$ cat src/design/sdmr_regs.vh
`ifndef SDMR_REGS_VH
`define SDMR_REGS_VH
// Operation
// - after warm reset, init steps repeat, then device is ready
// - mode registers undefined after reset; all must be written before use
// - mode sets and DLL reset never touch array contents
// - all command strobes and bank bits low write mode_register_zero
// - A0-A1 pick chop_of_four, burst_of_eight, or per-command via A12
// - A3 picks sequential or interleaved burst order
// - read order from length, type and start column bits
// - chopped read drives four beats then floats for four
// - writes ignore low start bits; chop uses column bit two only
// - fixed chop starts internal write two clocks earlier
// - A2, A4-A6 give read_latency_field; total is additive plus decoded field
// - DLL reset bit self-clears; wait dll_lock_time before reads
// - A9-A11 write recovery; with precharge sets auto_precharge_delay
// - A12 picks frozen DLL slow exit or running DLL fast exit
`define SDMR_BL_MSB 1
`define SDMR_BL_LSB 0
`define SDMR_CL_LOW_BIT 2
`define SDMR_BT_BIT 3
`define SDMR_CL_MSB 6
`define SDMR_CL_LSB 4
`define SDMR_TM_BIT 7
`define SDMR_DLLRST_BIT 8
`define SDMR_WR_MSB 11
`define SDMR_WR_LSB 9
`define SDMR_PPD_BIT 12
`define SDMR_OTF_BIT 12
`define SDMR_BL_FIX8 2'h0
`define SDMR_BL_OTF 2'h1
`define SDMR_BL_FIX4 2'h2
`define SDMR_LAST_BEAT 3'h7
`define SDMR_CHOP_LAST 3'h5
`define SDMR_CLK_PERIOD_NS 100
`define SDMR_RST_HOLD_NS 100
`define SDMR_RST_HOLD_CYC ((`SDMR_RST_HOLD_NS + `SDMR_CLK_PERIOD_NS - 1) / `SDMR_CLK_PERIOD_NS)
`define SDMR_INIT_WAIT_US 500
`define SDMR_DLL_LOCK_CYC 512
`define SDMR_FAST_EXIT_CYC 3
`define SDMR_SLOW_EXIT_CYC 10
`endif

$ cat src/design/sdmr_burst_order.v
`timescale 1ns/100ps
`include "sdmr_regs.vh"
module sdmr_burst_order (
  input  wire       i_write,
  input  wire       i_chop,
  input  wire       i_interleave,
  input  wire [2:0] i_start,
  input  wire [2:0] i_beat,
  output reg  [2:0] o_col
);
  always @* begin
    if (i_write) begin
      if (i_chop) begin
        o_col = {i_start[2], i_beat[1:0]};
      end else begin
        o_col = i_beat;
      end
    end else if (i_interleave) begin
      o_col = i_start ^ i_beat;
    end else begin
      o_col = {i_start[2] ^ i_beat[2], i_start[1:0] + i_beat[1:0]};
    end
  end
endmodule

$ cat src/design/sdmr_lock_timer.v
`timescale 1ns/100ps
module sdmr_lock_timer #(
  parameter CYC = 512,
  parameter CW  = 16
) (
  input  wire i_sys_clk,
  input  wire i_rstn,
  input  wire i_start,
  output wire o_locked
);
  reg [CW-1:0] cnt_ff;
  reg          locked_ff;
  assign o_locked = locked_ff;
  always @(posedge i_sys_clk) begin
    if (!i_rstn) begin
      cnt_ff    <= {CW{1'b0}};
      locked_ff <= 1'b0;
    end else if (i_start) begin
      cnt_ff    <= CYC[CW-1:0];
      locked_ff <= 1'b0;
    end else if (cnt_ff != {CW{1'b0}}) begin
      cnt_ff    <= cnt_ff - {{(CW-1){1'b0}}, 1'b1};
      locked_ff <= (cnt_ff == {{(CW-1){1'b0}}, 1'b1});
    end
  end
endmodule

$ cat src/design/sdmr_top.v
`timescale 1ns/100ps
`include "sdmr_regs.vh"
module sdmr_top #(
  parameter DLL_LOCK_CYC  = `SDMR_DLL_LOCK_CYC,
  parameter FAST_EXIT_CYC = `SDMR_FAST_EXIT_CYC,
  parameter SLOW_EXIT_CYC = `SDMR_SLOW_EXIT_CYC
) (
  input  wire        i_sys_clk,
  input  wire        i_rstn,
  input  wire        i_cke,
  input  wire        i_cs_n,
  input  wire        i_ras_n,
  input  wire        i_cas_n,
  input  wire        i_we_n,
  input  wire [2:0]  i_ba,
  input  wire [15:0] i_addr,
  input  wire [3:0]  i_additive_latency,
  input  wire [4:0]  i_write_latency,
  input  wire [3:0]  i_precharge_cycles,
  output wire [1:0]  o_burst_len_code,
  output wire        o_burst_interleave,
  output wire [3:0]  o_read_latency_field,
  output wire [4:0]  o_total_read_latency,
  output wire        o_test_mode,
  output wire [4:0]  o_write_recovery,
  output wire [5:0]  o_auto_precharge_delay,
  output wire        o_ppd_fast_exit,
  output wire [3:0]  o_pd_exit_cycles,
  output wire        o_mr0_valid,
  output wire        o_dll_reset,
  output wire        o_dll_locked,
  output wire        o_init_done,
  output wire        o_rd_beat_valid,
  output wire [2:0]  o_rd_beat_col,
  output wire        o_rd_dq_oe,
  output wire        o_wr_beat_valid,
  output wire [2:0]  o_wr_beat_col,
  output wire        o_wr_commit
);

  // read latency field decode; reserved codes give zero
  function [3:0] cl_clocks;
    input [3:0] code;
    begin
      case (code)
        4'h2:    cl_clocks = 4'h5;
        4'h4:    cl_clocks = 4'h6;
        4'h6:    cl_clocks = 4'h7;
        4'h8:    cl_clocks = 4'h8;
        4'hA:    cl_clocks = 4'h9;
        4'hC:    cl_clocks = 4'hA;
        4'hE:    cl_clocks = 4'hB;
        4'h1:    cl_clocks = 4'hC;
        4'h3:    cl_clocks = 4'hD;
        4'h5:    cl_clocks = 4'hE;
        default: cl_clocks = 4'h0;
      endcase
    end
  endfunction

  function [4:0] wr_clocks;
    input [2:0] code;
    begin
      case (code)
        3'h1:    wr_clocks = 5'h05;
        3'h2:    wr_clocks = 5'h06;
        3'h3:    wr_clocks = 5'h07;
        3'h4:    wr_clocks = 5'h08;
        3'h5:    wr_clocks = 5'h0A;
        3'h6:    wr_clocks = 5'h0C;
        3'h7:    wr_clocks = 5'h0E;
        default: wr_clocks = 5'h10;
      endcase
    end
  endfunction

  // latency minus one, floored at zero so the first beat is never lost
  function [4:0] lat_m1;
    input [4:0] lat;
    begin
      if (lat == 5'h00) begin
        lat_m1 = 5'h00;
      end else begin
        lat_m1 = lat - 5'h01;
      end
    end
  endfunction

  reg  [1:0] bl_ff;
  reg        bt_ff;
  reg  [3:0] cl_code_ff;
  reg  [4:0] total_rl_ff;
  reg        tm_ff;
  reg  [4:0] wr_ff;
  reg  [5:0] apd_ff;
  reg        ppd_ff;
  reg  [3:0] pd_exit_ff;
  reg        mr0_valid_ff;
  reg        dll_reset_ff;
  reg        init_done_ff;
  reg        rd_busy_ff;
  reg  [4:0] rd_wait_ff;
  reg  [2:0] rd_beat_ff;
  reg  [2:0] rd_start_ff;
  reg        rd_chop_ff;
  reg        rd_bt_ff;
  reg        rd_vld_ff;
  reg  [2:0] rd_col_ff;
  reg        rd_oe_ff;
  reg        wr_busy_ff;
  reg  [4:0] wr_wait_ff;
  reg  [2:0] wr_beat_ff;
  reg  [2:0] wr_start_ff;
  reg        wr_chop_ff;
  reg        wr_fix4_ff;
  reg        wr_vld_ff;
  reg  [2:0] wr_col_ff;
  reg        wr_commit_ff;
  wire       cmd_ok;
  wire       mrs_mr0;
  wire       mrs_dll;
  wire       rd_cmd;
  wire       wr_cmd;
  wire       chop_sel;
  wire       rd_emit;
  wire       wr_emit;
  wire [2:0] rd_col_w;
  wire [2:0] wr_col_w;
  wire       locked_w;
  wire [2:0] commit_beat;

  assign o_burst_len_code       = bl_ff;
  assign o_burst_interleave     = bt_ff;
  assign o_read_latency_field   = cl_code_ff;
  assign o_total_read_latency   = total_rl_ff;
  assign o_test_mode            = tm_ff;
  assign o_write_recovery       = wr_ff;
  assign o_auto_precharge_delay = apd_ff;
  assign o_ppd_fast_exit        = ppd_ff;
  assign o_pd_exit_cycles       = pd_exit_ff;
  assign o_mr0_valid            = mr0_valid_ff;
  assign o_dll_reset            = dll_reset_ff;
  assign o_dll_locked           = locked_w;
  assign o_init_done            = init_done_ff;
  assign o_rd_beat_valid        = rd_vld_ff;
  assign o_rd_beat_col          = rd_col_ff;
  assign o_rd_dq_oe             = rd_oe_ff;
  assign o_wr_beat_valid        = wr_vld_ff;
  assign o_wr_beat_col          = wr_col_ff;
  assign o_wr_commit            = wr_commit_ff;

  // commands count only while the clock enable input is high on the same edge
  assign cmd_ok  = i_cke & ~i_cs_n;
  assign mrs_mr0 = cmd_ok & ~i_ras_n & ~i_cas_n & ~i_we_n & (i_ba == 3'h0);
  assign mrs_dll = mrs_mr0 & i_addr[`SDMR_DLLRST_BIT];
  assign rd_cmd  = cmd_ok & i_ras_n & ~i_cas_n & i_we_n;
  assign wr_cmd  = cmd_ok & i_ras_n & ~i_cas_n & ~i_we_n;
  assign chop_sel = (bl_ff == `SDMR_BL_FIX4) |
                    ((bl_ff == `SDMR_BL_OTF) & ~i_addr[`SDMR_OTF_BIT]);
  assign rd_emit  = rd_busy_ff & (rd_wait_ff == 5'h00);
  assign wr_emit  = wr_busy_ff & (wr_wait_ff == 5'h00);
  assign commit_beat = wr_fix4_ff ? `SDMR_CHOP_LAST : `SDMR_LAST_BEAT;

  always @(posedge i_sys_clk) begin
    if (!i_rstn) begin
      bl_ff        <= `SDMR_BL_FIX8;
      bt_ff        <= 1'b0;
      cl_code_ff   <= 4'h0;
      tm_ff        <= 1'b0;
      wr_ff        <= 5'h10;
      ppd_ff       <= 1'b0;
      mr0_valid_ff <= 1'b0;
    end else if (mrs_mr0) begin
      bl_ff        <= i_addr[`SDMR_BL_MSB:`SDMR_BL_LSB];
      bt_ff        <= i_addr[`SDMR_BT_BIT];
      cl_code_ff   <= {i_addr[`SDMR_CL_MSB:`SDMR_CL_LSB], i_addr[`SDMR_CL_LOW_BIT]};
      // test mode only reported; no behaviour is promised under it
      tm_ff        <= i_addr[`SDMR_TM_BIT];
      wr_ff        <= wr_clocks(i_addr[`SDMR_WR_MSB:`SDMR_WR_LSB]);
      ppd_ff       <= i_addr[`SDMR_PPD_BIT];
      mr0_valid_ff <= 1'b1;
    end
  end

  // derived timing, recomputed every clock from the stored fields and the additive latency and precharge inputs
  always @(posedge i_sys_clk) begin
    if (!i_rstn) begin
      total_rl_ff  <= 5'h00;
      apd_ff       <= 6'h00;
      pd_exit_ff   <= 4'h0;
      dll_reset_ff <= 1'b0;
      init_done_ff <= 1'b0;
    end else begin
      total_rl_ff  <= {1'b0, i_additive_latency} + {1'b0, cl_clocks(cl_code_ff)};
      apd_ff       <= {1'b0, wr_ff} + {2'b00, i_precharge_cycles};
      pd_exit_ff   <= ppd_ff ? FAST_EXIT_CYC[3:0] : SLOW_EXIT_CYC[3:0];
      dll_reset_ff <= mrs_dll;
      init_done_ff <= mr0_valid_ff & locked_w & ~mrs_dll;
    end
  end

  sdmr_lock_timer #(
    .CYC (DLL_LOCK_CYC),
    .CW  (16)
  ) u_lock (
    .i_sys_clk (i_sys_clk),
    .i_rstn    (i_rstn),
    .i_start   (mrs_dll),
    .o_locked  (locked_w)
  );

  // one read in flight; a read during a burst is ignored
  always @(posedge i_sys_clk) begin
    if (!i_rstn) begin
      rd_busy_ff  <= 1'b0;
      rd_wait_ff  <= 5'h00;
      rd_beat_ff  <= 3'h0;
      rd_start_ff <= 3'h0;
      rd_chop_ff  <= 1'b0;
      rd_bt_ff    <= 1'b0;
    end else if (!rd_busy_ff) begin
      if (rd_cmd) begin
        rd_busy_ff  <= 1'b1;
        rd_wait_ff  <= lat_m1(total_rl_ff);
        rd_beat_ff  <= 3'h0;
        rd_start_ff <= i_addr[2:0];
        rd_chop_ff  <= chop_sel;
        rd_bt_ff    <= bt_ff;
      end
    end else if (rd_wait_ff != 5'h00) begin
      rd_wait_ff <= rd_wait_ff - 5'h01;
    end else begin
      rd_beat_ff <= rd_beat_ff + 3'h1;
      if (rd_beat_ff == `SDMR_LAST_BEAT) begin
        rd_busy_ff <= 1'b0;
      end
    end
  end

  sdmr_burst_order u_rd_order (
    .i_write      (1'b0),
    .i_chop       (rd_chop_ff),
    .i_interleave (rd_bt_ff),
    .i_start      (rd_start_ff),
    .i_beat       (rd_beat_ff),
    .o_col        (rd_col_w)
  );

  always @(posedge i_sys_clk) begin
    if (!i_rstn) begin
      rd_vld_ff <= 1'b0;
      rd_col_ff <= 3'h0;
      rd_oe_ff  <= 1'b0;
    end else begin
      rd_vld_ff <= rd_emit;
      rd_col_ff <= rd_emit ? rd_col_w : 3'h0;
      rd_oe_ff  <= rd_emit & ~(rd_chop_ff & rd_beat_ff[2]);
    end
  end

  // write beats follow the given write latency; one write in flight
  always @(posedge i_sys_clk) begin
    if (!i_rstn) begin
      wr_busy_ff  <= 1'b0;
      wr_wait_ff  <= 5'h00;
      wr_beat_ff  <= 3'h0;
      wr_start_ff <= 3'h0;
      wr_chop_ff  <= 1'b0;
      wr_fix4_ff  <= 1'b0;
    end else if (!wr_busy_ff) begin
      if (wr_cmd) begin
        wr_busy_ff  <= 1'b1;
        wr_wait_ff  <= lat_m1(i_write_latency);
        wr_beat_ff  <= 3'h0;
        wr_start_ff <= i_addr[2:0];
        wr_chop_ff  <= chop_sel;
        wr_fix4_ff  <= (bl_ff == `SDMR_BL_FIX4);
      end
    end else if (wr_wait_ff != 5'h00) begin
      wr_wait_ff <= wr_wait_ff - 5'h01;
    end else begin
      wr_beat_ff <= wr_beat_ff + 3'h1;
      if (wr_beat_ff == `SDMR_LAST_BEAT) begin
        wr_busy_ff <= 1'b0;
      end
    end
  end

  sdmr_burst_order u_wr_order (
    .i_write      (1'b1),
    .i_chop       (wr_chop_ff),
    .i_interleave (1'b0),
    .i_start      (wr_start_ff),
    .i_beat       (wr_beat_ff),
    .o_col        (wr_col_w)
  );

  always @(posedge i_sys_clk) begin
    if (!i_rstn) begin
      wr_vld_ff    <= 1'b0;
      wr_col_ff    <= 3'h0;
      wr_commit_ff <= 1'b0;
    end else begin
      wr_vld_ff    <= wr_emit & ~(wr_chop_ff & wr_beat_ff[2]);
      wr_col_ff    <= wr_emit ? wr_col_w : 3'h0;
      wr_commit_ff <= wr_emit & (wr_beat_ff == commit_beat);
    end
  end

endmodule

$ cat config.mk
export PLATFORM = sky130hd
export DESIGN_NAME = sdmr_top
export DESIGN_NICKNAME = d
export VERILOG_FILES = /design/src/design/sdmr_burst_order.v /design/src/design/sdmr_lock_timer.v /design/src/design/sdmr_top.v
export VERILOG_INCLUDE_DIRS = /design/src /design/src/design
export SDC_FILE = /design/constraint.sdc
export NUM_CORES = 1
export LEC_CHECK = 0
export ABC_AREA = 1
export BUFFER_PORTS_ARGS = -buffer_cell sky130_fd_sc_hd__clkbuf_2
export CAP_MARGIN = 0
export CORE_MARGIN = 2
export CORE_UTILIZATION = 47
export CTS_BUF_LIST = sky130_fd_sc_hd__clkbuf_8
export CTS_CLUSTER_DIAMETER = 80
export CTS_CLUSTER_SIZE = 24
export DETAILED_ROUTE_END_ITERATION = 8
export PLACE_DENSITY = 0.7
export RECOVER_POWER = 50
export SYNTH_ARGS = -nofsm -noshare
export SYNTH_HDL_FRONTEND = slang
export SYNTH_SLANG_ARGS = --single-unit
$ cat constraint.sdc
create_clock -name i_sys_clk -period 2.25 [get_ports i_sys_clk]
set_clock_uncertainty 0.15 [all_clocks]
set_input_delay 0.675 -clock i_sys_clk [delete_from_list [all_inputs] [get_ports i_sys_clk]]
set_output_delay 0.675 -clock i_sys_clk [all_outputs]
set_load 0.05 [all_outputs]
# Word level (Yosys, flattened, before mapping)
# Memory sizes are Yosys's and may differ from the RTL's. A register that Yosys moved wholly into a read port is not among the register bits.
# Index checks and enable logic that the tools add are counted.
[totals] ff_bits=87 rom_bits=64 input_bits=39 out_inout_bits=43 wordCells=147 n_memories=1
[mem_list] memory="(name not given)" depth=16 width=4 rd=1 rd_ports_with_merged_regs=1 write_ports=0 line="sdmr_top.v:45" source="case (code)"
[op_classes] n_addsub=10 n_eq_ne=17 muxes=32 bitwise=34 n_reduce_logical=20
[ops] operator="5-bit two-way mux" count=8
[ops] operator="5-bit case mux with 7 select lines" count=1
[ops] operator="3-bit two-way mux" count=8
[ops] operator="1-bit AND" count=20
[ops] operator="5-bit zero test" count=4
[ops] operator="10-bit two-way mux" count=2
[ops] operator="5-bit by 1-bit subtractor with 5-bit output, second input constant" count=4
[ops] operator="3-bit equality test, second input constant" count=6
[ops] operator="16-bit by 1-bit equality test with 1-bit output, second input constant" count=1
[ops] operator="4-bit two-way mux" count=4
[ops] operator="2-bit AND reduction" count=8
[ops] operator="16-bit nonzero test" count=1
[ops] operator="16-bit by 1-bit subtractor with 16-bit output, second input constant" count=1
[ops] operator="1-bit NOT" count=11
[ops] operator="5-bit nonzero test" count=2
[ops] operator="1-bit two-way mux" count=8
[ops] operator="3-bit by 1-bit adder with 3-bit output, second input constant" count=2
[ops] operator="5-bit by 4-bit adder with 6-bit output" count=1
[ops] operator="3-bit by 2-bit equality test with 1-bit output, second input constant" count=2
[ops] operator="2-bit nonzero test" count=3
[ops] operator="4-bit by 4-bit adder with 5-bit output" count=1
[ops] operator="2-bit by 1-bit inequality test with 1-bit output, second input constant" count=2
[ops] operator="2-bit inequality test, second input constant" count=2
[ops] operator="3-bit by 1-bit equality test with 1-bit output, second input constant" count=1
[ops] operator="10 further kinds" count=10

# Longest topological paths before layout
# Gate-level depths: netlist of run 1.
[depth] word_depth=9 mapped_depth=11 depth_no_buf=11

# Cells and area by module
# From an unflattened synthesis of run 1, not the netlist that was laid out.
[hier_totals] hier_cells=642 area_unflattened_um2=4548.1
[modules_own_cells] mod="sdmr_top" instances=1 cells_per_inst=457 area_each_um2=3380.7 seq_area_each_um2=1461.4
[modules_own_cells] mod="sdmr_lock_timer" instances=1 cells_per_inst=147 area_each_um2=977.2 seq_area_each_um2=340.3
[modules_own_cells] mod="sdmr_burst_order" instances=2 cells_per_inst=19 area_each_um2=95.1 seq_area_each_um2=0.0

# Worst setup path before layout of run 1
# OpenSTA, ideal clock, no wires.
[synth_timing] path_kind="input to register" start="in i_precharge_cycles[0]" end="reg apd_ff[4] (netlist: o_auto_precharge_delay[4])" arrival_time_ps=1686 t_required_ps=2030 path_slack_ps=344 cell_stages=7 path_buffers=0 cell_sequence="ha_1 -> fa_1 -> nand2_1 -> nand2_1 -> a21oi_1 -> o21ai_0 -> a21oi_1"
[synth_between] elab_chain_len=1
[synth_lines] item="start, declared" line="sdmr_top.v:19" source="input wire [3:0] i_precharge_cycles,"
[synth_lines] item="5-bit by 4-bit adder with 6-bit output" line="sdmr_top.v:195" source="apd_ff <= {1'b0, wr_ff} + {2'b00, i_precharge_cycles};"
[synth_lines] item="end signal, assigned" line="sdmr_top.v:195"
[synth_lines] item="end, declared" line="sdmr_top.v:95" source="reg [5:0] apd_ff;"
# Every way passes these cells.
# A chain may end at the register's enable or synchronous reset.

# Worst setup path in the final report of run 1
[layout_timing] start="reg wr_col_ff[2] (netlist: o_wr_beat_col[2])" end="out o_wr_beat_col[2]"
[layout_rtl] item="start, declared" line="sdmr_top.v:117" source="reg [2:0] wr_col_ff;"
[layout_rtl] item="start signal, assigned" line="sdmr_top.v:305" source="wr_col_ff <= wr_emit ? wr_col_w : 3'h0;"
[layout_rtl] item="end, declared" line="sdmr_top.v:37" source="output wire [2:0] o_wr_beat_col,"
# No word-level cell between the ends.

==> key figures, run 1 <==
Run status
  • Status: completed

Drt
  • DR vias/cell: just under 5
  • Final antenna-violating net count: 0
  • Starting DRT DRC Count: around 150
  • 1st-pass router iterations: 5
  • Total number of vias: roughly 3.8k
  • DR DRC count: 0
  • Final WL: around 9 mm
  • WL per Instance: roughly 12 um

Global route
  • Largest net degree at the start of global routing: 21
  • Global route overflow: 0
  • Antenna violations before repair: 0
  • GRT Total Usage: 0.197
  • Vias in the first global route: 3617
  • First-pass GRT wire length: ~16 mm

Yosys
  • Most frequent cell after synthesis: nor2_1
  • Commonest cells post-synth: nor2_1 (101), nand2_1 (95), dfxtp_1 (88)
  • Number of synthesized flops with an enable pin: 0
  • Sequential share of the synthesized area: 0.413
  • Yosys Warn Count: 0
  • Mapped Nets: between 600 and 700
  • Ys flop type: dfxtp_1
  • Synth Cell Area: 0.00427 mm2
  • Post-synthesis cell count: 580
  • Yosys cell types: 36
  • Syn_area_per_cell: about 7.4 um2
  • Cells taking the most area after synthesis: dfxtp_1 (41%), nor2_1 (8.9%), nand2_1 (8.4%), inv_1 (7.2%), ha_1 (6.2%)
  • Leading area contributor after synthesis: dfxtp_1
  • Asr flop ratio synth: 0
  • Seq cells post-synth: 88
  • Top cell type's share of synthesized area: 0.413

Power
  • Power per cell area: between 800 and 900 mW/mm2
  • Peak supply drop: between 0.3 and 0.4 mV
  • LEAKAGE: about 2.5 nW

Critical path
  • CP max stage delay: ~0.46 ns
  • Nature of the critical path endpoint: output port
  • CP Buf/Inv Count: 1
  • Critical Path, Cell by Cell: clkbuf_1
  • Critical path arrival: about 1.1 ns
  • Flop2flop setup slack: roughly 0.46 ns
  • Crit Path Max Fanout: 1
  • Crit path max-delay cell type: clkbuf_1
  • Crit path kind: reg -> out
  • Critical Path RT: about 1.4 ns
  • CP delay by family, top: buffers and inverters
  • CP Launch Type: register

CTS
  • Post-cts sizing count: 0
  • Htree depth: 3
  • # hold bufs at CTS: 0
  • Clock buffers created by TritonCTS: 9
  • Setup Buffers After CTS: 0
  • CTS tree: built
  • CTS sink count: between 80 and 90
  • CTS max path bufs: 2
  • Worst-Skew Late Latency: approximately 0.35 ns
  • Register clock-pin slew on the reported worst setup and hold paths: 0.08 ns
  • Clock root buffer: clkbuf_8

Final layout
  • Ant diodes: 0
  • Final net count: 725
  • Fill count: 866
  • Ratio of cells with drive above 1 in the final layout: 0.169
  • Post-Layout Inst Area: between 0.004 and 0.005 mm2
  • Layout area overhead: 15.2%

Hold path
  • Worst min-delay path class: reg -> reg

Die
  • I/O pin cnt: 82
  • Initial Util: 0.487
  • # rows: 34
  • DIE WIDTH: ~99 um
  • Core region area: around 0.0088 mm2
  • Height of the chip: ~100 um
  • Full die area: around 0.01 mm2

Placement
  • PortBufs: between 70 and 80
  • Cell Area, Placed: about 0.0048 mm2
  • Setup WS pre-CTS: 0.101 ns
  • Final Wtd Congestion: just over 0.9
  • DP Wirelength: 7.02 mm

Timing
  • Minimum clock period: approximately 2 ns
  • Setup TNS: 0 ns
  • Worst path setup slack after routing: 0.303 ns
  • Final slew viol count: 0
  • RSZ-0062 raised after global routing: no
  • Relative slew slack: 0.609
  • Fmax: roughly 500 MHz
  • Final period utilization: 0.865
  • # setup viols final: 0
  • Fin. Hold Viols: 0
  • Measured slew at the worst slew-check pin: 0.585 ns

Flow run
  • MaxCap Viol Count: 0
cell usage in the layout (no fill, tap or decap), types with 3 or more instances in the layout:
cell type  Yosys  layout
a21oi_1       32      32
clkbuf_1       3       9
clkbuf_2       0      72
clkbuf_8       0      11
dfxtp_1       88      88
ha_1          21      21
inv_1         82      83
inv_2          6       5
nand2_1       95      98
nand2_2        7       4
nand2_4        4       4
nand3_1       35      37
nand4_1        6       6
nor2_1       101     102
nor2_2         4       3
nor2_4         4       4
nor3_1         4       4
o21ai_0       36      36
o21ai_1        5       5
o22ai_1        4       4
xnor2_1       10      10
xor2_1         6       6
cells by family (layout without fill, tap and decap cells):
logic type / after synthesis / in the layout / share of synthesized area
AND/OR/NAND/NOR: 267 / 267 / 0.280
AO/OA/AOI/OAI: 86 / 86 / 0.109
flip-flops: 88 / 88 / 0.413
buffers and inverters: 99 / 187 / 0.0933
XOR/XNOR: 16 / 16 / 0.0329
adder cells (fa/ha/maj): 23 / 23 / 0.0710
other: 1 / 1 / 0.000879
worst paths after layout:
check / start / end / cells after the start
hold / removal: u_lock.o_locked / o_init_done / 2
hold reg to reg: u_lock.o_locked / o_init_done / 2
setup / recovery: o_wr_beat_col[2] / o_wr_beat_col[2] / 1
setup reg to reg: u_lock.cnt_ff[0] / u_lock.cnt_ff[12] / 9
worst reg2reg max path, cell delays in order, from the launching register on:
cell	delay [ns]
dfxtp_1	0.33
inv_1	0.09
ha_1	0.23
nand3_1	0.15
nor2_1	0.25
inv_1	0.14
nor2_4	0.15
nand3_1	0.08
nand2_1	0.07
nor2_1	0.03
metrics by stage:
step	cells	utilization	total power, mW	hold slack [ns]
floorplan	580	-	2.87	0.259
global placement	760	0.544	3.07	0.282
CTS	776	0.565	4.15	0.320
detailed placement	760	0.544	3.12	0.298
global route	776	0.561	4.40	0.330
finish	776	0.561	4.11	0.318
power breakdown:
part / switching, mW / internal (mW)
Combinational: 0.831 / 0.454
Clock: 0.562 / 0.468
Sequential: 0.108 / 1.69
per-layer routing:
metal  wire length [um]  track usage  part of all wire  up-vias
li1                   -            -                 -     2005
met2               4240        0.324              0.46       98
met5                  0            0                 0        -
met3                475       0.0457             0.052       13
met4                158       0.0685             0.017        0
met1               4330        0.255              0.47     1725
flip-flops by register name, summed over array words and instances, names as in the netlist, 4 cells and up, named ones only:
signal	count
u_lock.cnt_ff	16
o_auto_precharge_delay	6
o_total_read_latency	5
o_write_recovery	5
rd_wait_ff	5
wr_wait_ff	5
o_read_latency_field	4
layout make-up:
| class | instances | area [um2] | share of cell area |
|---|---|---|---|
| clock buffer | 11 | 151 | 0.0308 |
| clock inverter | 5 | 38.8 | 0.00790 |
| inverter | 88 | 330 | 0.0672 |
| multi-input combinational | 393 | 2090 | 0.425 |
| sequential | 88 | 1760 | 0.359 |
| tap | 108 | 135 | 0.0275 |
| timing repair buffer | 83 | 409 | 0.0833 |
Note: power is estimated with default switching activity, not from simulation.
==> inputs of run 2 (changes only) <==
MAX_ROUTING_LAYER = met4   (was unset)
PLACE_DENSITY = 0.82   (was 0.7)
RECOVER_POWER = 25   (was 50)
==> run 2 against run 1 <==
Against the previous run: hold slack worse by 0.012 ns; fmax rose by 0.94%; global-route usage increased by 1.1 points; clock power grew 28%; clock-buffer cell count fell by 1; combinational power is essentially flat; register-to-register slack better by 0.06 ns; routed wire length is 1.6% higher; critical path type unchanged; critical endpoint is now o_total_read_latency[2].
==> key figures, run 2 (synthesis results as in run 1) <==
Run status
  • Status: completed (unchanged)

Critical path
  • CP Buf/Inv Count: 1 (unchanged)
  • Crit Path Max Fanout: 4 (was 1)
  • Critical path origin: o_total_read_latency[2] (was o_wr_beat_col[2])
  • Critical Path RT: 1.42 ns (about the same)
  • CP delay by family, top: flip-flops (was buffers and inverters)
  • Nature of the critical path endpoint: output port (unchanged)
  • Crit path kind: reg -> out (unchanged)
  • Crit path max-delay cell type: dfxtp_1 (was clkbuf_1)
  • CP Launch Type: register (unchanged)
  • Worst R2R Start: u_lock.cnt_ff[0] (unchanged)
  • Critical path arrival: 1.10 ns (was 1.12 ns)
  • CP max stage delay: 0.43 ns (was 0.46 ns)
  • Critical Path, Cell by Cell: clkbuf_2 (was clkbuf_1)

Timing
  • # setup viols final: 0 (unchanged)
  • Fin. Hold Viols: 0 (unchanged)
  • Setup TNS: 0 ns (unchanged)
  • Relative slew slack: 0.581 (was 0.609)
  • Final period utilization: 0.857 (was 0.865)
  • Minimum clock period: 1.93 ns (was 1.95 ns)
  • RSZ-0062 raised after global routing: no (unchanged)
  • Measured slew at the worst slew-check pin: 0.629 ns (was 0.585 ns)
  • Final slew viol count: 0 (unchanged)
  • Fmax: 518 MHz (was 514 MHz)

Drt
  • Starting DRT DRC Count: 152 (was 153)
  • 1st-pass router iterations: 5 (unchanged)
  • WL per Instance: 12.1 um (was 11.9 um)
  • DR DRC count: 0 (unchanged)
  • Final antenna-violating net count: 0 (unchanged)
  • Final WL: 9.36 mm (was 9.21 mm)
  • DR vias/cell: 5.04 (was 4.95)
  • Total number of vias: 3898 (was 3841)

CTS
  • Htree depth: 3 (unchanged)
  • CTS max path bufs: 2 (unchanged)
  • CTS sink count: 88 (unchanged)
  • Post-cts sizing count: 0 (unchanged)
  • CTS tree: built (unchanged)
  • Register clock-pin slew on the reported worst setup and hold paths: 0.09 ns (was 0.08 ns)
  • Clock root buffer: clkbuf_8 (unchanged)
  • Worst-Skew Late Latency: 0.36 ns (was 0.35 ns)
  • Clock buffers created by TritonCTS: 9 (unchanged)
  • # hold bufs at CTS: 0 (unchanged)
  • Setup Buffers After CTS: 0 (unchanged)

Hold path
  • Worst min-delay path class: reg -> reg (unchanged)
  • HP Start: u_lock.o_locked (unchanged)

Final layout
  • Ratio of cells with drive above 1 in the final layout: 0.182 (was 0.169)
  • Final net count: 723 (was 725)
  • Fill count: 791 (was 866)
  • Ant diodes: 0 (unchanged)
  • Most frequent cells in the layout: nor2_1 (101), nand2_1 (96), dfxtp_1 (88) (was nor2_1 (102), nand2_1 (98), dfxtp_1 (88))
  • Max FFs per register: 16 (unchanged)
  • Fin cells: 774 (was 776)
  • Layout area overhead: 17.0% (was 15.2%)
  • Top reg by flops: u_lock.cnt_ff (unchanged)
  • Commonest non-fill, non-tap cell in the layout: nor2_1 (unchanged)

Die
  • DIE WIDTH: 99.3 um (unchanged)
  • # rows: 34 (unchanged)
  • Initial Util: 0.487 (unchanged)
  • Core region area: 0.00876 mm2 (unchanged)
  • I/O pin cnt: 82 (unchanged)
  • Height of the chip: 99.3 um (unchanged)
  • Full die area: 0.00985 mm2 (unchanged)

Global route
  • Largest net degree at the start of global routing: 24 (was 21)
  • First-pass GRT wire length: 16.2 mm (was 16.0 mm)
  • Global route overflow: 0 (unchanged)
  • Antenna violations before repair: 0 (unchanged)
  • GRT Total Usage: 0.208 (was 0.197)
  • Vias in the first global route: 3759 (was 3617)

Flow run
  • MaxCap Viol Count: 0 (unchanged)

Power
  • LEAKAGE: 2.52 nW (was 2.47 nW)
  • Peak supply drop: 0.411 mV (was 0.371 mV)
  • Power per cell area: 883 mW/mm2 (was 838 mW/mm2)

Placement
  • Final Wtd Congestion: 0.920 (was 0.919)
  • DP Wirelength: 7.09 mm (was 7.02 mm)
  • PortBufs: 77 (unchanged)
  • Post-Place Cells: 758 (was 760)
run 2: cell count changes in the layout (fill, tap and decap cells not counted), sizes merged:
cell / change
bufinv: +3
clkbuf: -3
clkinv: -1
clkinvlp: -1
run 2: power by group:
group / internal [mW] / switching [mW]
Combinational: 0.459 / 0.817
Clock: 0.764 / 0.561
Sequential: 1.69 / 0.112
Total: 2.92 / 1.49
run 2: final timing paths:
path,endpoint,slack [ns],cells past startpoint
max,o_total_read_latency[2],0.32,1
min,o_init_done,0.31,2
max reg2reg,u_lock.cnt_ff[0],0.52,8
min reg2reg,o_init_done,0.31,2
run 2: cell type report:
class	count	area, um2	area share
timing repair buffer	81	419	0.0840
inverter	88	330	0.0662
tap	108	135	0.0271
sequential	88	1760	0.353
multi-input combinational	393	2100	0.421
clock inverter	6	108	0.0216
clock buffer	10	138	0.0276
run 2: stage by stage:
stage / hold WS [ns] / setup WS [ns] / power (mW) / cell area [um2] / util
3_5_place_dp: 0.298 / 0.136 / 3.10 / 4760 / 0.543
6_report: 0.306 / 0.321 / 4.40 / 4990 / 0.569
3_3_place_gp: 0.290 / 0.193 / 3.05 / 4760 / 0.543
5_1_grt: 0.322 / 0.174 / 4.69 / 4990 / 0.569
4_1_cts: 0.311 / 0.311 / 4.43 / 5010 / 0.571
2_1_floorplan: 0.259 / 0.344 / 2.87 / 4270 / -
run 2: per-layer routing:
metal	track usage	vias to the layer above	part of all wire
met3	0.0555	16	0.067
met4	0.0664	0	0.015
met2	0.338	123	0.48
li1	-	2003	-
met5	-	-	0
met1	0.252	1756	0.44
==> inputs of run 3 (changes only) <==
RECOVER_POWER = 50   (was 25)
==> run 3 against run 2 <==
Against the previous run: setup slack lost 0.00095 ns; combinational power barely moved; critical path type unchanged; highest routed layer unchanged; final area decreased by 0.55%; core utilization shrank 0.31 points.
==> key figures, run 3 (synthesis results as in run 1) <==
Die
  • Initial Util: 0.487 (unchanged)
  • # rows: 34 (unchanged)
  • Core region area: 0.00876 mm2 (unchanged)
  • I/O pin cnt: 82 (unchanged)
  • Height of the chip: 99.3 um (unchanged)
  • Full die area: 0.00985 mm2 (unchanged)
  • DIE WIDTH: 99.3 um (unchanged)

Power
  • Power per cell area: 884 mW/mm2 (was 883 mW/mm2)
  • LEAKAGE: 2.51 nW (was 2.52 nW)
  • Gate power share: 0.286 (was 0.290)
  • Tot Pwr: 4.38 mW (was 4.40 mW)
  • Peak supply drop: 0.410 mV (was 0.411 mV)
  • Sequential share of power: 0.411 (was 0.409)
  • Pint: 2.91 mW (was 2.92 mW)
  • Clock power share: 0.302 (was 0.301)
  • Switching part of the total: 0.337 (was 0.338)
  • Switching Power: 1.48 mW (was 1.49 mW)

Critical path
  • Crit path max-delay cell type: dfxtp_1 (unchanged)
  • CP delay by family, top: flip-flops (unchanged)
  • Crit path kind: reg -> out (unchanged)
  • Nature of the critical path endpoint: output port (unchanged)
  • CP Buf/Inv Count: 1 (unchanged)
  • Crit Path Max Fanout: 4 (unchanged)
  • CP max stage delay: 0.43 ns (about the same)
  • Critical Path RT: 1.42 ns (about the same)
  • Critical Path, Cell by Cell: clkbuf_2 (unchanged)
  • Critical path arrival: 1.11 ns (was 1.10 ns)
  • CP Launch Type: register (unchanged)

Global route
  • Largest net degree at the start of global routing: 24 (unchanged)
  • M2 GR Usage: 0.338 (unchanged)
  • Global Route met3 Usage: 0.0555 (unchanged)
  • Global route hottest layer: met2 (unchanged)
  • Global Route met1 Usage: 0.252 (unchanged)
  • Global route overflow: 0 (unchanged)
  • GRT Total Usage: 0.208 (unchanged)
  • First-pass GRT wire length: 16.2 mm (unchanged)
  • Antenna violations before repair: 0 (unchanged)
  • Vias in the first global route: 3759 (unchanged)

Placement
  • Cell Area, Placed: 0.00476 mm2 (unchanged)
  • PortBufs: 77 (unchanged)
  • Final Wtd Congestion: 0.920 (unchanged)
  • DP Wirelength: 7.09 mm (unchanged)
  • Setup WS pre-CTS: 0.136 ns (unchanged)

CTS
  • Clock root buffer: clkbuf_8 (unchanged)
  • Htree depth: 3 (unchanged)
  • CTS tree: built (unchanged)
  • CTS max path bufs: 2 (unchanged)
  • # hold bufs at CTS: 0 (unchanged)
  • Worst-Skew Late Latency: 0.36 ns (about the same)
  • Post-cts sizing count: 0 (unchanged)
  • Register clock-pin slew on the reported worst setup and hold paths: 0.09 ns (about the same)
  • Setup Buffers After CTS: 0 (unchanged)
  • CTS sink count: 88 (unchanged)
  • Clock buffers created by TritonCTS: 9 (unchanged)

Timing
  • Worst path setup slack after routing: 0.320 ns (was 0.321 ns)
  • Measured slew at the worst slew-check pin: 0.638 ns (was 0.629 ns)
  • RSZ-0062 raised after global routing: no (unchanged)
  • Fin. Hold Viols: 0 (unchanged)
  • Final slew viol count: 0 (unchanged)
  • Minimum clock period: 1.93 ns (about the same)
  • Final period utilization: 0.858 (was 0.857)
  • Setup TNS: 0 ns (unchanged)
  • Relative slew slack: 0.574 (was 0.581)
  • Fmax: 518 MHz (about the same)
  • # setup viols final: 0 (unchanged)

Final layout
  • Max FFs per register: 16 (unchanged)
  • Ant diodes: 0 (unchanged)
  • Commonest non-fill, non-tap cell in the layout: nor2_1 (unchanged)
  • Layout area overhead: 16.3% (was 17.0%)
  • Post-layout util: 0.566 (was 0.569)
  • Ratio of cells with drive above 1 in the final layout: 0.165 (was 0.182)
  • Final net count: 723 (unchanged)
  • Top reg by flops: u_lock.cnt_ff (unchanged)
  • Post-Layout Inst Area: 0.00496 mm2 (was 0.00499 mm2)
  • Fill count: 801 (was 791)
  • Most frequent cells in the layout: nor2_1 (102), nand2_1 (100), dfxtp_1 (88) (was nor2_1 (101), nand2_1 (96), dfxtp_1 (88))

Hold path
  • Worst min-delay path class: reg -> reg (unchanged)

Drt
  • DR DRC count: 0 (unchanged)
  • Final WL: 9.36 mm (about the same)
  • Starting DRT DRC Count: 202 (was 152)
  • WL per Instance: 12.1 um (about the same)
  • 1st-pass router iterations: 5 (unchanged)
  • Total number of vias: 3894 (was 3898)
  • Final antenna-violating net count: 0 (unchanged)
  • DR vias/cell: 5.03 (was 5.04)

Run status
  • Status: completed (unchanged)

Flow run
  • MaxCap Viol Count: 0 (unchanged)
-- run 3: metrics by stage --
step	hold WS [ns]	instances
2_1_floorplan	0.259	580
3_3_place_gp	0.290	758
3_5_place_dp	0.298	758
4_1_cts	0.311	774
5_1_grt	0.322	774
6_report	0.306	774
-- run 3: cell type report --
type                    instances  area (um2)  area share
inverters                      88         330      0.0666
repair buffers                 81         414      0.0835
multi-input cells             393        2080       0.418
clock buffers                  10         138      0.0277
clock inverters                 6         108      0.0217
well taps                     108         135      0.0272
flip-flops and latches         88        1760       0.355
-- run 3: worst min-delay path, cell delays in order (launching register included) --
cell and delay [ns]:
dfxtp_1 0.33, nand2_1 0.06, nor2_1 0.03
-- run 3: power groups by stage --
stage                     Clock [mW]  Sequential, mW  Combinational, mW
after floorplan                    0            1.86               1.01
after global placement             0            1.83               1.23
after detailed placement           0            1.83               1.27
after CTS                       1.35            1.80               1.28
after global routing            1.41            1.83               1.43
final                           1.32            1.80               1.26
-- run 3: path summary, 6_finish.rpt --
| check | startpoint | end | slack, ns | depth (start not counted) |
|---|---|---|---|---|
| min | u_lock.o_locked | o_init_done | 0.31 | 2 |
| min reg2reg | u_lock.o_locked | o_init_done | 0.31 | 2 |
| max reg2reg | u_lock.cnt_ff[0] | u_lock.cnt_ff[12] | 0.45 | 9 |
| max | o_total_read_latency[2] | o_total_read_latency[2] | 0.32 | 1 |
-- run 3: routing by layer --
layer	routed length [um]	part of all wire
met5	0	0
met4	144	0.015
met3	582	0.062
met2	4430	0.47
met1	4210	0.45
